`src/rtl/spc_pkg.sv`:
```
// Package for the supply monitor and stop-mode power control block.
// Assumes a single 40 MHz system clock and a plain register port.
package spc_pkg;
  localparam int unsigned CLK_HZ = 40000000;
  localparam logic [4:0] ADDR_POWER_STOP_CONTROL = 5'h0c;
  localparam logic [4:0] ADDR_SUPPLY_MONITOR_CONTROL = 5'h0d;
  // Power control fields
  localparam int PWR_BROWNOUT_KEEP_BIT = 7;
  localparam int PWR_REGULATOR_KEEP_BIT = 6;
  localparam int PWR_XTAL_DISABLE_BIT = 0;
  localparam logic [7:0] PWR_POR_VALUE = 8'h00;
  // Monitor fields
  localparam int MON_THRESH_LSB = 8;
  localparam int MON_THRESH_MSB = 11;
  localparam int MON_STOP_KEEP_BIT = 4;
  localparam int MON_FLAG_BIT = 3;
  localparam int MON_IRQ_EN_BIT = 2;
  localparam int MON_READY_BIT = 1;
  localparam int MON_ENABLE_BIT = 0;
  localparam logic [3:0] MON_THRESH_RESET = 4'h7;
  // Warm-up time in microseconds, converted to cycles
  localparam int unsigned WARMUP_US = 10;
  localparam int unsigned WARMUP_CYCLES = (WARMUP_US * (CLK_HZ / 1000000));
  localparam int WARM_W = 16;

  typedef enum logic [1:0] {
    SPC_MON_OFF = 2'b00,
    SPC_MON_WARM = 2'b01,
    SPC_MON_READY = 2'b10
  } spc_mon_state_t;

  typedef struct packed {
    logic brownout_stop_keep;
    logic regulator_stop_keep;
    logic crystal_osc_disable;
  } spc_pwr_t;

  typedef struct packed {
    logic [3:0] supply_threshold_code;
    logic monitor_stop_keep;
    logic supply_low_flag;
    logic supply_low_irq_enable;
    logic monitor_enable;
  } spc_mon_t;

  typedef struct packed {
    spc_mon_t mon;
    spc_mon_state_t st;
    logic [WARM_W-1:0] warm_cnt;
    logic [15:0] rdata;
    logic cmp_meta;
    logic cmp_sync;
    logic stop_meta;
    logic stop_sync;
    logic rosc_sel_meta;
    logic rosc_sel_sync;
    logic rosc_act_meta;
    logic rosc_act_sync;
    logic regulator_on;
    logic brownout_on;
    logic comparator_on;
    logic [3:0] comparator_code;
    logic irq;
    logic wake;
    logic switchback;
  } spc_state_t;
endpackage

```
`src/rtl/spc_supply_power.sv`:
```
// Supply monitor and stop-mode power control registers and sequencing.
// Assumes synchronous register port; analog, stop and oscillator levels are asynchronous pins.
`timescale 1ns/1ps
// What this block does
// - Brownout detection off in stop unless brownout keep or regulator keep set
// - Regulator always on outside stop; in stop follows regulator keep bit
// - Power register bits 5:1 read as zero
// - Crystal disable write of 1 accepted only when ring select and active
// - Crystal disable bit drives oscillator disable output
// - Threshold code writable only while monitor disabled
// - Threshold code passed to comparator; trip is 2.0V plus code times 0.1V
// - Reset loads threshold 0111 and clears other monitor bits
// - Monitor runs in stop only when stop keep and enable both set
// - Low-supply flag set while monitor ready and comparator reports supply below threshold
// - Flag writable by software; any rise raises interrupt when enabled
// - Only software clears flag; hardware sets it again if still low
// - Interrupt request is flag gated by its enable
// - Ready is 0 when disabled, warming up, or stopped without stop keep
// - Ready is 1 only after enable and warm-up; read-only
// - Enable starts comparison; clearing enable stops monitor
// - Power register cleared only by power-on reset, kept on standard reset
// - Monitor interrupt serves as stop wake-up and switchback trigger
module spc_supply_power #(
  parameter int unsigned WARMUP_COUNT = spc_pkg::WARMUP_CYCLES
) (
  input wire logic clk,
  input wire logic resetn,
  input wire logic por_resetn,
  input wire logic [4:0] addr,
  input wire logic [15:0] wdata,
  input wire logic wr,
  input wire logic rd,
  output logic [15:0] rdata,
  input wire logic supply_below_threshold,
  input wire logic stop_mode,
  input wire logic ring_osc_select,
  input wire logic ring_osc_active,
  output logic regulator_on,
  output logic brownout_on,
  output logic crystal_osc_disable,
  output logic comparator_on,
  output logic [3:0] comparator_code,
  output logic irq,
  output logic wake_request,
  output logic switchback_request
);
  spc_pkg::spc_state_t s_r;
  spc_pkg::spc_state_t s_nxt;
  spc_pkg::spc_pwr_t pwr_r;
  spc_pkg::spc_pwr_t pwr_nxt;

  localparam int unsigned WARM_LAST_N = (WARMUP_COUNT > 1) ? WARMUP_COUNT - 1 : 0;
  localparam logic [spc_pkg::WARM_W-1:0] WARM_LAST = WARM_LAST_N[spc_pkg::WARM_W-1:0];

  logic wr_pwr;
  logic wr_mon;
  logic mon_active;
  logic flag_next;

  assign wr_pwr = wr && (addr == spc_pkg::ADDR_POWER_STOP_CONTROL);
  assign wr_mon = wr && (addr == spc_pkg::ADDR_SUPPLY_MONITOR_CONTROL);

  // Power control bits live apart since only power-on reset clears them
  always_comb begin
    pwr_nxt = pwr_r;
    if (wr_pwr) begin
      pwr_nxt.brownout_stop_keep = wdata[spc_pkg::PWR_BROWNOUT_KEEP_BIT];
      pwr_nxt.regulator_stop_keep = wdata[spc_pkg::PWR_REGULATOR_KEEP_BIT];
      if (!wdata[spc_pkg::PWR_XTAL_DISABLE_BIT]) begin
        pwr_nxt.crystal_osc_disable = 1'b0;
      end else if (s_r.rosc_sel_sync && s_r.rosc_act_sync) begin
        pwr_nxt.crystal_osc_disable = 1'b1;
      end
    end
  end

  always_ff @(posedge clk or negedge por_resetn) begin
    if (!por_resetn) begin
      pwr_r.brownout_stop_keep <= spc_pkg::PWR_POR_VALUE[spc_pkg::PWR_BROWNOUT_KEEP_BIT];
      pwr_r.regulator_stop_keep <= spc_pkg::PWR_POR_VALUE[spc_pkg::PWR_REGULATOR_KEEP_BIT];
      pwr_r.crystal_osc_disable <= spc_pkg::PWR_POR_VALUE[spc_pkg::PWR_XTAL_DISABLE_BIT];
    end else begin
      pwr_r <= pwr_nxt;
    end
  end

  always_comb begin
    s_nxt = s_r;
    mon_active = 1'b0;
    flag_next = s_r.mon.supply_low_flag;
    // Two-flop synchronisers for every asynchronous level
    s_nxt.cmp_meta = supply_below_threshold;
    s_nxt.cmp_sync = s_r.cmp_meta;
    s_nxt.stop_meta = stop_mode;
    s_nxt.stop_sync = s_r.stop_meta;
    s_nxt.rosc_sel_meta = ring_osc_select;
    s_nxt.rosc_sel_sync = s_r.rosc_sel_meta;
    s_nxt.rosc_act_meta = ring_osc_active;
    s_nxt.rosc_act_sync = s_r.rosc_act_meta;

    if (wr_mon) begin
      s_nxt.mon.monitor_enable = wdata[spc_pkg::MON_ENABLE_BIT];
      s_nxt.mon.supply_low_irq_enable = wdata[spc_pkg::MON_IRQ_EN_BIT];
      s_nxt.mon.monitor_stop_keep = wdata[spc_pkg::MON_STOP_KEEP_BIT];
      flag_next = wdata[spc_pkg::MON_FLAG_BIT];
      if (!s_r.mon.monitor_enable) begin
        s_nxt.mon.supply_threshold_code = wdata[spc_pkg::MON_THRESH_MSB:spc_pkg::MON_THRESH_LSB];
      end
    end

    // Monitor is powered when enabled, and in stop only with stop keep
    mon_active = s_r.mon.monitor_enable && (!s_r.stop_sync || s_r.mon.monitor_stop_keep);

    case (s_r.st)
      spc_pkg::SPC_MON_OFF: begin
        s_nxt.warm_cnt = '0;
        if (mon_active) begin
          s_nxt.st = spc_pkg::SPC_MON_WARM;
        end
      end
      spc_pkg::SPC_MON_WARM: begin
        if (!mon_active) begin
          s_nxt.st = spc_pkg::SPC_MON_OFF;
        end else if (s_r.warm_cnt >= WARM_LAST) begin
          s_nxt.st = spc_pkg::SPC_MON_READY;
        end else begin
          s_nxt.warm_cnt = s_r.warm_cnt + 1'b1;
        end
      end
      spc_pkg::SPC_MON_READY: begin
        if (!mon_active) begin
          s_nxt.st = spc_pkg::SPC_MON_OFF;
        end
      end
      default: begin
        s_nxt.st = spc_pkg::SPC_MON_OFF;
      end
    endcase

    // Hardware set wins over a software clear in the same cycle
    if (s_r.st == spc_pkg::SPC_MON_READY && mon_active && s_r.cmp_sync) begin
      flag_next = 1'b1;
    end
    s_nxt.mon.supply_low_flag = flag_next;

    s_nxt.regulator_on = !s_r.stop_sync || pwr_r.regulator_stop_keep;
    s_nxt.brownout_on = !s_r.stop_sync || pwr_r.brownout_stop_keep || pwr_r.regulator_stop_keep;
    s_nxt.comparator_on = mon_active;
    s_nxt.comparator_code = s_r.mon.supply_threshold_code;
    s_nxt.irq = flag_next && s_nxt.mon.supply_low_irq_enable;
    s_nxt.wake = s_nxt.irq && s_r.stop_sync;
    s_nxt.switchback = s_nxt.irq && !s_r.stop_sync;

    s_nxt.rdata = '0;
    if (rd) begin
      case (addr)
        spc_pkg::ADDR_POWER_STOP_CONTROL: begin
          s_nxt.rdata[spc_pkg::PWR_BROWNOUT_KEEP_BIT] = pwr_r.brownout_stop_keep;
          s_nxt.rdata[spc_pkg::PWR_REGULATOR_KEEP_BIT] = pwr_r.regulator_stop_keep;
          s_nxt.rdata[spc_pkg::PWR_XTAL_DISABLE_BIT] = pwr_r.crystal_osc_disable;
        end
        spc_pkg::ADDR_SUPPLY_MONITOR_CONTROL: begin
          s_nxt.rdata[spc_pkg::MON_THRESH_MSB:spc_pkg::MON_THRESH_LSB] = s_r.mon.supply_threshold_code;
          s_nxt.rdata[spc_pkg::MON_STOP_KEEP_BIT] = s_r.mon.monitor_stop_keep;
          s_nxt.rdata[spc_pkg::MON_FLAG_BIT] = s_r.mon.supply_low_flag;
          s_nxt.rdata[spc_pkg::MON_IRQ_EN_BIT] = s_r.mon.supply_low_irq_enable;
          s_nxt.rdata[spc_pkg::MON_READY_BIT] = (s_r.st == spc_pkg::SPC_MON_READY);
          s_nxt.rdata[spc_pkg::MON_ENABLE_BIT] = s_r.mon.monitor_enable;
        end
        default: begin
          s_nxt.rdata = '0;
        end
      endcase
    end
  end

  always_ff @(posedge clk or negedge resetn) begin
    if (!resetn) begin
      s_r <= '0;
      s_r.mon.supply_threshold_code <= spc_pkg::MON_THRESH_RESET;
      s_r.regulator_on <= 1'b1;
      s_r.brownout_on <= 1'b1;
      s_r.st <= spc_pkg::SPC_MON_OFF;
    end else begin
      s_r <= s_nxt;
    end
  end

  assign rdata = s_r.rdata;
  assign regulator_on = s_r.regulator_on;
  assign brownout_on = s_r.brownout_on;
  // Taken from the power-on register so a standard reset cannot restart the oscillator
  assign crystal_osc_disable = pwr_r.crystal_osc_disable;
  assign comparator_on = s_r.comparator_on;
  assign comparator_code = s_r.comparator_code;
  assign irq = s_r.irq;
  assign wake_request = s_r.wake;
  assign switchback_request = s_r.switchback;
endmodule

```
`config.mk`:
```
export PLATFORM = sky130hd
export DESIGN_NAME = spc_supply_power
export DESIGN_NICKNAME = d
export VERILOG_FILES = /design/src/rtl/spc_pkg.sv /design/src/rtl/spc_supply_power.sv
export SDC_FILE = /design/constraint.sdc
export NUM_CORES = 1
export LEC_CHECK = 0
export ABC_AREA = 0
export BUFFER_PORTS_ARGS = -buffer_cell sky130_fd_sc_hd__buf_4
export CORE_MARGIN = 2
export CORE_UTILIZATION = 42
export CTS_CLUSTER_DIAMETER = 120
export DETAILED_ROUTE_END_ITERATION = 16
export PLACE_DENSITY = 0.69
export SYNTH_ARGS = -nofsm -noshare
export SYNTH_HDL_FRONTEND = slang
export SYNTH_SLANG_ARGS = --single-unit
```
`constraint.sdc`:
```
create_clock -name clk -period 1.55 [get_ports clk]
set_input_delay 0.155 -clock clk [delete_from_list [all_inputs] [get_ports clk]]
set_output_delay 0.155 -clock clk [all_outputs]
set_load 0.02 [all_outputs]
```
==> reports/results.txt <==
The number of global-route vias before repair is 1604, and the number of storage elements in the synthesis netlist is 58. After Yosys synthesis, XOR and XNOR cells account for 0% of the synthesized area. The worst-case IR drop observed on VDD is 0.521 mV. Total number of clock tree sinks: 58.

sky130_fd_sc_hd__dfrtp_1 takes more of the synthesized area than any other cell. For this design the static power due to leakage is 1.52 nW. Data on the critical path is required at its endpoint by 1.76 ns.

In this run the register-to-register setup slack is -0.04 ns. The H-tree was split into 3 levels. Dividing the detail-routed via count by the number of cells gives 4.82. For this block, the initial DRC count from the detailed router was 59. By count the netlist is led by sky130_fd_sc_hd__dfrtp_1, sky130_fd_sc_hd__buf_4, sky130_fd_sc_hd__and2_1.

Row generation in the floorplan step produced 27 rows. The worst pin sits at a relative slew slack of 55.5%. Antenna cell count: 0. The final critical-path required period was 1.59 ns.

The worst setup path is captured at a register. Setup violations remaining at the end of the flow were counted as 5. The wire length of the first global-routing pass came out at 7.44 mm.

Along the worst path, the maximum fanout reaches 6. The worst setup path is of the reg -> reg kind. The CTS clock-pin slew for the worst setup and hold paths is 0.07 ns, and the max-slew violation count is 0. The tools report the worst setup margin as -0.0375 ns.

The die area was 0.00628 mm^2. The tools report the number of antenna violations at the first check in global routing as 0. Master cell of the clock root buffer: sky130_fd_sc_hd__clkbuf_8. The final reports fail on negative setup slack.

The share of the Yosys chip area taken by registers is 61.3%. In the global route stage, overall resource usage came out at 15.9%. For the pin with the worst max-slew slack, the measured transition is 0.667 ns. The number of cells on the worst reg-to-reg path is 5. The tools report the setup TNS after final layout as -0.124 ns. The worst setup path is launched from a register. After synthesis the cells add up to 0.00238 mm^2.

Critical path's largest stage delay: 0.40 ns. After layout, the worst path uses 102% of the clock period. The first-pass iteration count of the detailed router was 4.

During synthesis, Yosys emitted a total of 0 warnings. The HPWL reported at the end of detailed placement is 3.18 mm, and the number of hold violations in the final report is 0. After detailed routing, the total wire length is 4.58 mm. TritonCTS built the clock tree. On the final layout, the worst hold slack is 0.0558 ns. The flow ran to the end, but the final reports show violations. For this design the ratio of total power to cell area is 1100 mW/mm^2.

The I/O pin count was 57; the weighted congestion reported at the end of routability-driven placement was 0.796. The total overflow reported by the global router was 0. In this run the worst hold path is classified as in -> reg. The tools report the capturing instance or port of the critical path as s_r[40]$_DFFE_PN0P_.

The compound-gate portion of the synthesized area works out to 6.79%. Worst reg2reg path startpoint: s_r[46]$_DFFE_PN0P_. Clock tree synthesis inserted a total of 9 buffers. The top achievable clock speed is 630 MHz. Traced cell by cell, the critical path runs through nor4_4 > nand2_2 > buf_4 > o31a_1 > o22a_1. Dividing the detail-routed wire length by the instance count gives 13.5 um. At the later pin of the worst-skew pair, clock insertion delay measures 0.33 ns. The via count of the routed design is 1640, and the starting utilization of the core area is 43.5%. Input and output buffers added on the ports amount to 45. For this run, global-route usage on met1 was measured as 20.9%.

In the post-synthesis netlist, the cell with the most instances is sky130_fd_sc_hd__dfrtp_1. The tools report the fraction of met2 tracks used by global routing as 23.2%. The slowest stage of the critical path belongs to the cell sky130_fd_sc_hd__dfrtp_1. After floorplanning, the core was sized to cover 0.00547 mm^2. Sorting the synthesized cells by area gives the leading types as sky130_fd_sc_hd__dfrtp_1, sky130_fd_sc_hd__buf_4, sky130_fd_sc_hd__dfstp_2.

The clock arrives with 0.00902 ns of skew. Prior to clock tree synthesis, the placed netlist has a worst setup slack of -0.109 ns. The die height was 79.3 um.

The tools report the count of fill cells added during filler insertion as 462. The synthesized netlist contains 42 unique library cells. Data on the critical path arrives at its endpoint at 1.80 ns. The remaining routing DRC violations was 0.

The worst reg2reg path endpoint is s_r[40]$_DFFE_PN0P_. Of the post-synthesis cell area, the dominant cell type holds 55.8%. The fraction of registers with async set/reset was 100%; the area share of fa/ha/maj cells after synthesis was 0.526%. Main combinational cell family by area after synthesis: simple AND/OR/NAND/NOR gates.

The timing startpoint of the critical path was s_r[46]$_DFFE_PN0P_. The layer with the highest usage was met2. The count of maximum capacitance violations is 0. Global routing used 3.52% of the available met3 tracks. The width of the die was 79.3 um; the growth of design area from synthesis to finish was 34.5%.

The most used flip-flop cell after synthesis was sky130_fd_sc_hd__dfrtp_1. Setup repair after global routing could not meet its margin everywhere. The share of cells above drive strength 1 was 44.8%; the multiplexer fraction of the synthesized cell area was 4.63%. In this run the remaining antenna-violating nets after routing total 0. For the pin count of the biggest net entering global routing, the log shows 56. Count of flip-flops with a built-in enable after synthesis: 0.

The average instance area after synthesis is 12.5 um^2, and the cell count after synthesis is 191. The net count of the finished layout is 294. The number of buffers on the longest clock path came out at 2. Summing the areas of all and, or, nand and nor instances in the mapped netlist gives 19.4% of the synthesized area.
==> logic make-up after synthesis <==
logic type | after synthesis
adders and majority gates | 1
muxes | 10
AOI/OAI and AO/OA | 23
buffers and inverters | 25
other | 1
DFF | 58
and+or+nand+nor | 73
==> how the worst min path moves through the flow <==
| stage | end | cells past startpoint | startpoint |
|---|---|---|---|
| floorplan | comparator_code[0]$_DFF_PN0_ | 0 | resetn |
| global placement | pwr_r[2]$_DFFE_PN0P_ | 1 | por_resetn |
| detailed placement | pwr_r[1]$_DFFE_PN0P_ | 1 | por_resetn |
| CTS | s_r[55]$_DFFE_PN0N_ | 2 | wdata[4] |
| global route | s_nxt[5]$_DFFE_PN1P_ | 2 | wdata[10] |
| finish | s_nxt[5]$_DFFE_PN1P_ | 2 | wdata[10] |
==> worst max-delay path, delay by kind of cell, from the launching register on <==
kind / cells / cell delay, ns
flops: 1 / 0.40
compound gates: 2 / 0.45
simple gates: 2 / 0.46
buf+inv: 1 / 0.17
==> layout by cell type (no fill, tap or decap), types with 5 or more instances in the layout <==
cell,count
sky130_fd_sc_hd__buf_4,73
sky130_fd_sc_hd__dfrtp_1,53
sky130_fd_sc_hd__and2_1,12
sky130_fd_sc_hd__nor2b_1,10
sky130_fd_sc_hd__clkbuf_8,10
sky130_fd_sc_hd__nand2_1,8
sky130_fd_sc_hd__mux2_2,8
sky130_fd_sc_hd__dlygate4sd3_1,6
sky130_fd_sc_hd__conb_1,5
sky130_fd_sc_hd__dfstp_2,5
==> state kept, by name (all words and copies together), names as in the netlist <==
register / cells
irq: 1
s_r: 26
regulator_on: 1
wake_request: 1
comparator_on: 1
crystal_osc_disable: 1
comparator_code: 4
s_nxt: 8
rdata: 11
pwr_r: 2
switchback_request: 1
brownout_on: 1
==> routing by layer <==
metal  share of wire, %  up-vias
met3                4.5       11
li1                   -      790
met1                 44      789
met5                  0        -
met4                3.3        0
met2                 48       50
==> final cells by class <==
cell class | instances | area, um^2 | area share, %
Tap cell | 72 | 90.1 | 2.82
Timing Repair Buffer | 81 | 631 | 19.7
Inverter | 1 | 3.75 | 0.117
Clock buffer | 10 | 138 | 4.30
Sequential cell | 58 | 1460 | 45.6
Multi-Input combinational cell | 112 | 812 | 25.4
Clock inverter | 6 | 66.3 | 2.07
==> power breakdown <==
part           total (mW)  internal [mW]  leakage [nW]  switching, mW
logic               0.459          0.221         0.673          0.238
clock network        1.38          0.784        0.0945          0.592
registers            1.69           1.64         0.757         0.0516
==> timing repair <==
item,in CTS,in global routing
hold endpoints to repair,57,0
hold buffers,6,0
gates resized for setup,7,5
endpoints found under the setup margin,8,9
buffers inserted,3,0
pin swaps,5,0
==> per-stage QoR <==
step	area (um^2)	utilization, %	instances	power, mW
6_report	3200	58.4	340	3.53
5_1_grt	3200	58.4	340	3.70
4_1_cts	3170	58.0	340	3.58
3_5_place_dp	2860	52.2	315	2.16
3_3_place_gp	2860	52.2	315	2.15
2_1_floorplan	2390	-	195	1.96
Note: power is estimated with default switching activity, not from simulation.
